<file path="config.mk">
export PLATFORM = sky130hd
export DESIGN_NAME = ctsc_top
export DESIGN_NICKNAME = d
export VERILOG_FILES = /design/src/design/ctsc_pkg.sv /design/src/design/ctsc_top.sv
export SDC_FILE = /design/constraint.sdc
export NUM_CORES = 1
export LEC_CHECK = 0
export BUFFER_PORTS_ARGS = -buffer_cell sky130_fd_sc_hd__buf_4
export CORE_UTILIZATION = 54
export DETAILED_ROUTE_END_ITERATION = 10
export PLACE_DENSITY = 0.83
export SYNTH_ARGS = -nofsm -noshare
export SYNTH_HDL_FRONTEND = slang
export SYNTH_SLANG_ARGS = --single-unit
</file>
<file path="constraint.sdc">
create_clock -name aclk -period 2.8 [get_ports aclk]
set_clock_uncertainty 0.05 [all_clocks]
set_input_delay 0.56 -clock aclk [delete_from_list [all_inputs] [get_ports aclk]]
set_output_delay 0.56 -clock aclk [all_outputs]
set_load 0.1 [all_outputs]
</file>
<file path="src/design/ctsc_pkg.sv">
package ctsc_pkg;

	// register byte addresses on the AXI4-Lite slave
	localparam logic [5:0] CTSC_ADDR_REF_CAP_LOW  = 6'h00;
	localparam logic [5:0] CTSC_ADDR_REF_CAP_HIGH = 6'h04;
	localparam logic [5:0] CTSC_ADDR_CONTROL_0    = 6'h08;
	localparam logic [5:0] CTSC_ADDR_CONTROL_1    = 6'h0c;
	localparam logic [5:0] CTSC_ADDR_SCAN_CTRL    = 6'h10;
	localparam logic [5:0] CTSC_ADDR_FREQ_SEL     = 6'h14;
	localparam logic [5:0] CTSC_ADDR_SLOT_PRELOAD = 6'h18;
	localparam logic [5:0] CTSC_ADDR_FUNC_COUNT   = 6'h1c;
	localparam logic [5:0] CTSC_ADDR_SENSE_COUNT  = 6'h20;
	localparam logic [5:0] CTSC_ADDR_STATUS       = 6'h24;

	// control register 0 fields
	localparam int CTSC_C0_MUX_BIT    = 6;
	localparam int CTSC_C0_DOUBLE_BIT = 5;
	localparam int CTSC_C0_HOPSEL_BIT = 3;
	localparam int CTSC_C0_HOP_LSB    = 0;
	// control register 1 fields
	localparam int CTSC_C1_SLOTCLK_BIT = 7;
	localparam int CTSC_C1_REFOSC_BIT  = 5;
	localparam int CTSC_C1_KEYOSC_BIT  = 4;
	localparam int CTSC_C1_PAD2_BIT    = 1;
	localparam int CTSC_C1_PAD1_BIT    = 0;
	// scan control register fields
	localparam int CTSC_SC_SLOT_OVF_BIT  = 6;
	localparam int CTSC_SC_START_BIT     = 5;
	localparam int CTSC_SC_SENSE_OVF_BIT = 4;
	localparam int CTSC_SC_FUNC_OVF_BIT  = 3;
	localparam int CTSC_SC_RESV_BIT      = 2;
	localparam int CTSC_SC_FCLK_LSB      = 0;

	// reset values
	localparam logic [7:0] CTSC_RST_BYTE     = 8'h00;
	localparam logic [1:0] CTSC_RST_FREQ_SEL = 2'h3;

	// reference capacitance: code * 50 pF / 1024
	localparam int CTSC_REF_CAP_FULL_PF = 50;
	localparam int CTSC_REF_CAP_STEPS   = 1024;

	// timing: slot clock from system clock / 4, unit period of 32 slots
	localparam logic [1:0] CTSC_SLOT_SYS_DIV_LAST = 2'h3;
	localparam logic [4:0] CTSC_UNIT_LAST         = 5'h1f;
	localparam logic [7:0] CTSC_SLOT_LAST         = 8'hff;

	localparam logic [1:0] CTSC_RESP_OKAY   = 2'h0;
	localparam logic [1:0] CTSC_RESP_SLVERR = 2'h2;

	typedef enum logic [2:0] {
		CTSC_IDLE = 3'b001,
		CTSC_RUN  = 3'b010,
		CTSC_DONE = 3'b100
	} ctsc_state_t;

	// controls toward the analog oscillators and pads
	typedef struct packed {
		logic       ref_osc_run;
		logic       key_osc_run;
		logic       osc_sync;
		logic       key_mux_select;
		logic       freq_double_enable;
		logic [2:0] hop_code;
		logic [1:0] osc_freq_select;
		logic [9:0] ref_cap_code;
		logic       pad_one_function;
		logic       pad_two_function;
	} ctsc_osc_ctrl_t;

endpackage

</file>
<file path="src/design/ctsc_top.sv">
// The AXI4-Lite register port and the register offsets were left to the implementer.
`timescale 1ns/10ps
// Summary of operation
// - ten-bit reference capacitor code, low byte plus two high bits, resets zero
// - control 0 bit 6 routes pad one (0) or pad two (1) to counting
// - control 0 bit 5 doubles the key oscillator frequency when set
// - control 0 bit 3 selects software hop field (0) or hardware hopping (1)
// - three-bit hop field picks oscillator frequency, used only in software mode
// - control 1 bit 7 clocks slot counters from reference osc or sysclk/4
// - control 1 bits 5 and 4 enable reference and key oscillators
// - control 1 bits 1 and 0 make pad two and pad one touch inputs
// - start low clears sense, function and unit counters, not the slot counter
// - start rising switches all counters on with oscillators synchronised
// - slot overflow stops the oscillators and switches all counters off
// - one interrupt; slot overflow sets its flag and the enabled-key request
// - sense counter overflow sets a sticky flag until software writes zero
// - function counter overflow sets a sticky flag until software clears it
// - sense oscillator cycles are counted during the fixed slot interval
// - each pad has its own oscillator; either may be the counted source
// - slot interval is (256 - preload) times 32 slot clock periods
// - function counter clock is sysclk divided by 1, 2, 4 or 8
// - two-bit frequency select gives 1, 3, 7 or 11 MHz, reset 11
module ctsc_top
	import ctsc_pkg::*;
(
	input  wire logic        aclk,            // system clock, 40 MHz
	input  wire logic        aresetn,         // synchronous reset
	input  wire logic        ce,              // clock enable
	input  wire logic        awvalid,         // write address valid
	output logic             awready,         // write address ready
	input  wire logic [31:0] awaddr,          // write address
	input  wire logic [2:0]  awprot,          // write protection, unused
	input  wire logic        wvalid,          // write data valid
	output logic             wready,          // write data ready
	input  wire logic [31:0] wdata,           // write data
	input  wire logic [3:0]  wstrb,           // write strobes
	output logic             bvalid,          // write response valid
	input  wire logic        bready,          // write response ready
	output logic [1:0]       bresp,           // write response
	input  wire logic        arvalid,         // read address valid
	output logic             arready,         // read address ready
	input  wire logic [31:0] araddr,          // read address
	input  wire logic [2:0]  arprot,          // read protection, unused
	output logic             rvalid,          // read data valid
	input  wire logic        rready,          // read data ready
	output logic [31:0]      rdata,           // read data
	output logic [1:0]       rresp,           // read response
	input  wire logic        pad_one_osc,     // pad one sense oscillator
	input  wire logic        pad_two_osc,     // pad two sense oscillator
	input  wire logic        ref_osc,         // reference oscillator
	output ctsc_osc_ctrl_t   osc_ctrl,        // oscillator and pad controls
	output logic             touch_irq_request // touch interrupt request
);

	logic [9:0]  ref_cap_code;
	logic [7:0]  control_0;
	logic [7:0]  control_1;
	logic        scan_start;
	logic        slot_overflow_flag;
	logic        sense_count_overflow_flag;
	logic        func_count_overflow_flag;
	logic        resv_bit;
	logic [1:0]  func_count_clock_select;
	logic [1:0]  osc_freq_select;
	logic [7:0]  slot_preload;
	logic [15:0] sense_count;
	logic [15:0] func_count;
	logic [4:0]  unit_count;
	logic [7:0]  slot_count;
	logic [2:0]  hop_index;
	logic [1:0]  slot_div;
	logic [2:0]  func_div;
	logic        start_prev;
	ctsc_state_t state;

	logic [2:0]  sync1;
	logic [2:0]  sync2;
	logic        key_prev;
	logic        ref_prev;

	logic        aw_held;
	logic        w_held;
	logic [5:0]  aw_addr;
	logic [31:0] w_data;
	logic        w_lane0;

	logic        running;
	logic        start_rise;
	logic        key_sel;
	logic        key_edge;
	logic        ref_rise;
	logic        slot_tick;
	logic        unit_wrap;
	logic        slot_ovf;
	logic        func_tick;
	logic        do_write;
	logic        wr_scan;
	logic [7:0]  wbyte;

	// oscillator inputs are asynchronous: two flops first
	always_ff @(posedge aclk) begin
		if (!aresetn) begin
			sync1 <= 3'h0;
			sync2 <= 3'h0;
		end else if (ce) begin
			sync1 <= {ref_osc, pad_two_osc, pad_one_osc};
			sync2 <= sync1;
		end
	end

	assign running    = (state == CTSC_RUN);
	assign key_sel    = control_0[CTSC_C0_MUX_BIT] ? sync2[1] : sync2[0];
	// doubling counts both edges of the key oscillator
	assign key_edge   = control_0[CTSC_C0_DOUBLE_BIT] ? (key_sel != key_prev)
				: (key_sel && !key_prev);
	assign ref_rise   = sync2[2] && !ref_prev;
	assign slot_tick  = control_1[CTSC_C1_SLOTCLK_BIT] ?
				(slot_div == CTSC_SLOT_SYS_DIV_LAST) : ref_rise;
	assign unit_wrap  = running && slot_tick && (unit_count == CTSC_UNIT_LAST);
	assign slot_ovf   = unit_wrap && (slot_count == CTSC_SLOT_LAST);
	assign start_rise = scan_start && !start_prev;
	assign func_tick  = (func_div[2:0] & ((3'h1 << func_count_clock_select)
				- 3'h1)) == 3'h0;

	always_ff @(posedge aclk) begin
		if (!aresetn) begin
			key_prev   <= 1'b0;
			ref_prev   <= 1'b0;
			start_prev <= 1'b0;
			slot_div   <= 2'h0;
			func_div   <= 3'h0;
		end else if (ce) begin
			key_prev   <= key_sel;
			ref_prev   <= sync2[2];
			start_prev <= scan_start;
			slot_div   <= running ? slot_div + 2'h1 : 2'h0;
			func_div   <= running ? func_div + 3'h1 : 3'h0;
		end
	end

	// scan sequencing
	always_ff @(posedge aclk) begin
		if (!aresetn) begin
			state <= CTSC_IDLE;
		end else if (ce) begin
			case (state)
			CTSC_IDLE: begin
				if (start_rise)
					state <= CTSC_RUN;
			end
			CTSC_RUN: begin
				if (!scan_start)
					state <= CTSC_IDLE;
				else if (slot_ovf)
					state <= CTSC_DONE;
			end
			CTSC_DONE: begin
				if (!scan_start)
					state <= CTSC_IDLE;
			end
			default: state <= CTSC_IDLE;
			endcase
		end
	end

	// measurement counters
	always_ff @(posedge aclk) begin
		if (!aresetn) begin
			sense_count <= 16'h0000;
			func_count  <= 16'h0000;
			unit_count  <= 5'h00;
		end else if (ce) begin
			if (!scan_start || start_rise) begin
				sense_count <= 16'h0000;
				func_count  <= 16'h0000;
				unit_count  <= 5'h00;
			end else if (running) begin
				if (key_edge && control_1[CTSC_C1_KEYOSC_BIT])
					sense_count <= sense_count + 16'h0001;
				if (func_tick)
					func_count <= func_count + 16'h0001;
				if (slot_tick)
					unit_count <= unit_count + 5'h01;
			end
		end
	end

	// slot counter keeps its value while idle, loads on start
	always_ff @(posedge aclk) begin
		if (!aresetn) begin
			slot_count <= 8'h00;
		end else if (ce) begin
			if (start_rise)
				slot_count <= slot_preload;
			else if (unit_wrap && !slot_ovf)
				slot_count <= slot_count + 8'h01;
		end
	end

	// hardware hopping advances once per unit period
	always_ff @(posedge aclk) begin
		if (!aresetn)
			hop_index <= 3'h0;
		else if (ce && unit_wrap && control_0[CTSC_C0_HOPSEL_BIT])
			hop_index <= hop_index + 3'h1;
	end

	// AXI4-Lite write channel
	assign do_write = aw_held && w_held && !bvalid;
	assign wbyte    = w_data[7:0];
	assign wr_scan  = do_write && w_lane0 && (aw_addr == CTSC_ADDR_SCAN_CTRL);

	always_ff @(posedge aclk) begin
		if (!aresetn) begin
			awready <= 1'b1;
			wready  <= 1'b1;
			aw_held <= 1'b0;
			w_held  <= 1'b0;
			aw_addr <= 6'h00;
			w_data  <= 32'h0000_0000;
			w_lane0 <= 1'b0;
			bvalid  <= 1'b0;
			bresp   <= CTSC_RESP_OKAY;
		end else if (ce) begin
			if (awvalid && awready) begin
				aw_held <= 1'b1;
				awready <= 1'b0;
				aw_addr <= awaddr[5:0];
			end
			if (wvalid && wready) begin
				w_held  <= 1'b1;
				wready  <= 1'b0;
				w_data  <= wdata;
				w_lane0 <= wstrb[0];
			end
			if (do_write) begin
				aw_held <= 1'b0;
				w_held  <= 1'b0;
				bvalid  <= 1'b1;
				bresp   <= (aw_addr[1:0] == 2'h0 && aw_addr <= CTSC_ADDR_STATUS)
					? CTSC_RESP_OKAY : CTSC_RESP_SLVERR;
			end
			if (bvalid && bready) begin
				bvalid  <= 1'b0;
				awready <= 1'b1;
				wready  <= 1'b1;
			end
		end
	end

	// software-written configuration
	always_ff @(posedge aclk) begin
		if (!aresetn) begin
			ref_cap_code            <= {2'h0, CTSC_RST_BYTE};
			control_0               <= CTSC_RST_BYTE;
			control_1               <= CTSC_RST_BYTE;
			scan_start              <= 1'b0;
			resv_bit                <= 1'b0;
			func_count_clock_select <= 2'h0;
			osc_freq_select         <= CTSC_RST_FREQ_SEL;
			slot_preload            <= CTSC_RST_BYTE;
		end else if (ce && do_write && w_lane0) begin
			case (aw_addr)
			CTSC_ADDR_REF_CAP_LOW:  ref_cap_code[7:0] <= wbyte;
			CTSC_ADDR_REF_CAP_HIGH: ref_cap_code[9:8] <= wbyte[1:0];
			CTSC_ADDR_CONTROL_0:    control_0 <= wbyte & 8'h6f;
			CTSC_ADDR_CONTROL_1:    control_1 <= wbyte & 8'hb3;
			CTSC_ADDR_SCAN_CTRL: begin
				scan_start              <= wbyte[CTSC_SC_START_BIT];
				resv_bit                <= wbyte[CTSC_SC_RESV_BIT];
				func_count_clock_select <= wbyte[CTSC_SC_FCLK_LSB +: 2];
			end
			CTSC_ADDR_FREQ_SEL:     osc_freq_select <= wbyte[1:0];
			CTSC_ADDR_SLOT_PRELOAD: slot_preload <= wbyte;
			default: ;
			endcase
		end
	end

	// sticky flags: hardware set wins over software clear; writing 1 keeps
	always_ff @(posedge aclk) begin
		if (!aresetn) begin
			slot_overflow_flag        <= 1'b0;
			sense_count_overflow_flag <= 1'b0;
			func_count_overflow_flag  <= 1'b0;
		end else if (ce) begin
			if (slot_ovf)
				slot_overflow_flag <= 1'b1;
			else if (wr_scan && !wbyte[CTSC_SC_SLOT_OVF_BIT])
				slot_overflow_flag <= 1'b0;
			if (running && key_edge && control_1[CTSC_C1_KEYOSC_BIT]
			    && sense_count == 16'hffff && scan_start)
				sense_count_overflow_flag <= 1'b1;
			else if (wr_scan && !wbyte[CTSC_SC_SENSE_OVF_BIT])
				sense_count_overflow_flag <= 1'b0;
			if (running && func_tick && func_count == 16'hffff && scan_start)
				func_count_overflow_flag <= 1'b1;
			else if (wr_scan && !wbyte[CTSC_SC_FUNC_OVF_BIT])
				func_count_overflow_flag <= 1'b0;
		end
	end

	// touch request: raised on slot overflow when a pad is a touch input
	always_ff @(posedge aclk) begin
		if (!aresetn)
			touch_irq_request <= 1'b0;
		else if (ce)
			touch_irq_request <= (slot_ovf && (control_1[CTSC_C1_PAD1_BIT]
				|| control_1[CTSC_C1_PAD2_BIT])) || (touch_irq_request
				&& slot_overflow_flag);
	end

	// oscillator and pad controls
	always_ff @(posedge aclk) begin
		if (!aresetn) begin
			osc_ctrl <= '0;
		end else if (ce) begin
			osc_ctrl.ref_osc_run <= control_1[CTSC_C1_REFOSC_BIT]
				&& running && !slot_ovf;
			osc_ctrl.key_osc_run <= control_1[CTSC_C1_KEYOSC_BIT]
				&& running && !slot_ovf;
			osc_ctrl.osc_sync           <= start_rise;
			osc_ctrl.key_mux_select     <= control_0[CTSC_C0_MUX_BIT];
			osc_ctrl.freq_double_enable <= control_0[CTSC_C0_DOUBLE_BIT];
			osc_ctrl.hop_code <= control_0[CTSC_C0_HOPSEL_BIT] ? hop_index
				: control_0[CTSC_C0_HOP_LSB +: 3];
			osc_ctrl.osc_freq_select    <= osc_freq_select;
			osc_ctrl.ref_cap_code       <= ref_cap_code;
			osc_ctrl.pad_one_function   <= control_1[CTSC_C1_PAD1_BIT];
			osc_ctrl.pad_two_function   <= control_1[CTSC_C1_PAD2_BIT];
		end
	end

	// AXI4-Lite read channel
	always_ff @(posedge aclk) begin
		if (!aresetn) begin
			arready <= 1'b1;
			rvalid  <= 1'b0;
			rdata   <= 32'h0000_0000;
			rresp   <= CTSC_RESP_OKAY;
		end else if (ce) begin
			if (arvalid && arready) begin
				arready <= 1'b0;
				rvalid  <= 1'b1;
				rresp   <= CTSC_RESP_OKAY;
				case (araddr[5:0])
				CTSC_ADDR_REF_CAP_LOW:  rdata <= {24'h0, ref_cap_code[7:0]};
				CTSC_ADDR_REF_CAP_HIGH: rdata <= {30'h0, ref_cap_code[9:8]};
				CTSC_ADDR_CONTROL_0:    rdata <= {24'h0, control_0};
				CTSC_ADDR_CONTROL_1:    rdata <= {24'h0, control_1};
				CTSC_ADDR_SCAN_CTRL:    rdata <= {25'h0, slot_overflow_flag,
					scan_start, sense_count_overflow_flag,
					func_count_overflow_flag, resv_bit,
					func_count_clock_select};
				CTSC_ADDR_FREQ_SEL:     rdata <= {30'h0, osc_freq_select};
				CTSC_ADDR_SLOT_PRELOAD: rdata <= {24'h0, slot_preload};
				CTSC_ADDR_FUNC_COUNT:   rdata <= {16'h0, func_count};
				CTSC_ADDR_SENSE_COUNT:  rdata <= {16'h0, sense_count};
				CTSC_ADDR_STATUS:       rdata <= {16'h0, slot_count, 1'b0,
					hop_index, 1'b0, state};
				default: begin
					rdata <= 32'h0000_0000;
					rresp <= CTSC_RESP_SLVERR;
				end
				endcase
			end
			if (rvalid && rready) begin
				rvalid  <= 1'b0;
				arready <= 1'b1;
			end
		end
	end

endmodule

</file>
==> reports/summary.txt <==
run status: finished, final reports clean
post-route ant nets: 0
port bufs: 77
RSZ-0062 raised after global routing: no
#FFs+latches synth: 166
sequential cell area fraction in the yosys report: 44.34%
minimum clock period: 2.458 ns
first-pass GRT wire length: 32.53 mm
worst vdd ir: 517.0 uV
area delta synth->final: 16.89%
final worst slack: 0.3420 ns
largest net degree at the start of global routing: 79
clock latency reported for the late side of the worst-skew pair: 0.43 ns
die width: 119.8 microns
final HPWL from detailed placement: 14.23 mm
Slew Limit Fails: 0
asr flop ratio synth: 0%
Nets: 1068
RD Place Congestion: 0.9536
Required @ worst endpoint: 3.11 ns
vias per cell: 6.142
post-CTS setup buffers: 0
Ys Warns: 0
Worst-Margin Slew: 0.7987 ns
R2R depth: 5
Reg power frac: 46.6%
fmax: 406.8 MHz
EDFF count, synth: 0
most common cell after layout, fill and taps aside: dfxtp_1
GRT overflow: 0
Root Driver: clkbuf_16
worst path arrival time: 2.77 ns
IO Count: 181
capturing point of the worst reg2reg path: func_count[5]
power density over the cells: 591.5 nW/um^2
Hold-fix buffers, CTS: 0
drt drc: 0
GRT Util Overall: 29.20%
initial antenna violation count: 0
Switch Pwr: 0.001324 W
CTS tree: done
R2R setup slack: 0.34 ns
CP Cell Sequence: or3b_1 > a211oi_4 > o21ai_1 > or3_1 > a21oi_1
DR pass1 iterations: 5
Crit-path slowest cell: dfxtp_1
Crit. Startpoint: state[1]
Final Hold Fails: 0
clk slew on worst S/H paths: 0.06 ns
Final TNS setup: 0 ns
r2r startpoint: state[1]
share of cells above drive strength 1: 14.87%
die height: 119.8 microns
Die Area: 14350 sq um
Post-Synthesis Cell Area: 7495 sq um
Crit Path Max Fanout: 11
critical path startpoint category: flop
Worst Hold Class: input pin to flop
Mapped Cells: 879
drt total wl: 20.23 mm
DR WL/cell: 17.89 microns
number of max-cap violations: 0
Post-Syn Area per Cell: 8.526 sq um
final period utilization: 87.79%
CP endpoint kind: flop
clk buf depth: 2
Critical Path End: func_count[5]
pre-CTS setup slack: 0.1841 ns
clock sink count: 166
number of diodes: 0
CP peak stage delay: 0.54 ns
worst hold path depth: 3
Internal: 0.003858 W
# H-tree levels: 4
final setup fails: 0
Initial Util: 55.93%
via count: 6947
switching fraction of total power: 25.54%
Critical Setup Path Class: flop to flop
core area: 13400 sq um
# resized after CTS: 0
Leak: 3.358 nW
row cnt: 42
starting DRC count in detailed routing: 666
most frequent cells in the layout: 166 x dfxtp_1, 104 x nand2_1, 93 x buf_4
CTS Buf Count: 17
main flop type after synthesis: dfxtp_1
library cells used by synthesis: 70
vias in the first global route: 6397
combinational share of power: 7.9%
Slew HR: 46.72%
Clk pwr share: 45.6%
[critical path: cells and delay by family (launching register included)]
kind             cells  cell delay, ns
AO/OA/AOI/OAI        3            0.88
flip-flops           1            0.54
AND/OR/NAND/NOR      2            0.91
[power groups by stage]
stage                     sequential [W]  clock (W)  combinational (W)
after floorplan                  0.00253          0           0.000260
after global placement           0.00246          0           0.000399
after detailed placement         0.00247          0           0.000403
after CTS                        0.00241    0.00238           0.000405
after global routing             0.00242    0.00249           0.000429
final                            0.00241    0.00236           0.000407
[state kept, by name (all words and copies together), names as in the netlist, 2 cells and up]
name                     count
func_div                     3
w_data                       8
unit_count                   5
control_1                    5
aw_addr                      6
osc_freq_select              2
func_count_clock_select      2
control_0                    6
sync2                        3
slot_div                     2
rdata                       16
slot_count                   8
osc_ctrl                    22
state                        3
slot_preload                 8
func_count                  16
sync1                        3
hop_index                    3
sense_count                 16
ref_cap_code                10
[synth_stat cells (2+ instances only)]
cell | count | area [sq um]
a211oi_1 | 7 | 52.55
a21o_1 | 7 | 52.55
a21oi_1 | 51 | 255.2
a221oi_1 | 4 | 35.03
a222oi_1 | 11 | 110.1
a22o_1 | 5 | 43.79
a22oi_1 | 10 | 75.07
a311oi_1 | 2 | 17.52
a31oi_1 | 7 | 43.79
a32oi_1 | 6 | 52.55
and2_0 | 2 | 12.51
and2_1 | 6 | 37.54
and3_1 | 14 | 87.58
and4_1 | 2 | 17.52
buf_1 | 3 | 11.26
buf_2 | 5 | 25.02
buf_4 | 19 | 142.6
clkbuf_1 | 39 | 146.4
clkinv_1 | 2 | 7.510
dfxtp_1 | 166 | 3323
ha_1 | 9 | 112.6
inv_1 | 6 | 22.52
mux2_2 | 6 | 67.56
mux2i_1 | 41 | 410.4
nand2_1 | 104 | 390.4
nand2b_1 | 3 | 18.77
nand3_1 | 53 | 265.3
nand3b_1 | 3 | 22.52
nand4_1 | 12 | 75.07
nor2_1 | 92 | 345.3
nor3_1 | 17 | 85.08
nor3b_1 | 3 | 22.52
nor4_1 | 5 | 31.28
o2111ai_1 | 3 | 26.28
o211ai_1 | 5 | 37.54
o21ai_0 | 69 | 345.3
o22ai_1 | 2 | 12.51
o31a_1 | 2 | 17.52
o31ai_1 | 4 | 30.03
or2_2 | 2 | 12.51
or3_1 | 17 | 106.4
or3b_1 | 2 | 17.52
or4_1 | 2 | 15.01
xnor2_1 | 10 | 87.58
xor2_1 | 14 | 122.6
[area by class of cell]
cell class                 count  area (sq um)
fill                        1095          4639
inverter                       8         30.03
tap                          176         220.2
clock buffer                  20         456.7
clock inverter                12         140.1
sequential                   166          3323
multi-input combinational    655          3872
timing repair buffer          94         718.2
[per-layer routing]
layer	track usage, %	part of all wire, %	vias up
met4	13.91	3.6	0
met2	45.23	45	366
met5	0	0	-
met1	37.97	42	3259
li1	-	-	3264
met3	7.414	9.4	58
[stage by stage]
step | area, sq um | hold slack [ns] | utilization, % | instances | power [W]
after global routing | 8761 | 0.3197 | 65.38 | 1131 | 0.005334
after global placement | 8164 | 0.3855 | 60.92 | 1099 | 0.002864
after CTS | 8761 | 0.3090 | 65.38 | 1131 | 0.005197
after floorplan | 7559 | 0.3814 | - | 896 | 0.002786
after detailed placement | 8164 | 0.3951 | 60.92 | 1099 | 0.002869
final | 8761 | 0.3141 | 65.38 | 1131 | 0.005182
[logic make-up after synthesis]
| logic type | share of synthesized area [%] |
|---|---|
| AND/OR/NAND/NOR | 22.09 |
| AO/OA/AOI/OAI | 17.65 |
| flip-flops | 44.34 |
| buffers and inverters | 4.891 |
| multiplexers | 6.678 |
| XOR/XNOR | 2.805 |
| adder cells (fa/ha/maj) | 1.503 |
| other | 0.05004 |
[how the worst min path moves through the flow]
stage / from / endpoint / slack, ns
final: awaddr[1] / aw_addr[1] / 0.31
after global routing: ref_osc / sync1[2] / 0.32
after CTS: awaddr[5] / aw_addr[5] / 0.31
after detailed placement: rdata[5] / rdata[5] / 0.40
after global placement: rdata[9] / rdata[9] / 0.39
after floorplan: w_lane0 / w_lane0 / 0.38
Power figures use the tool's default switching activity.
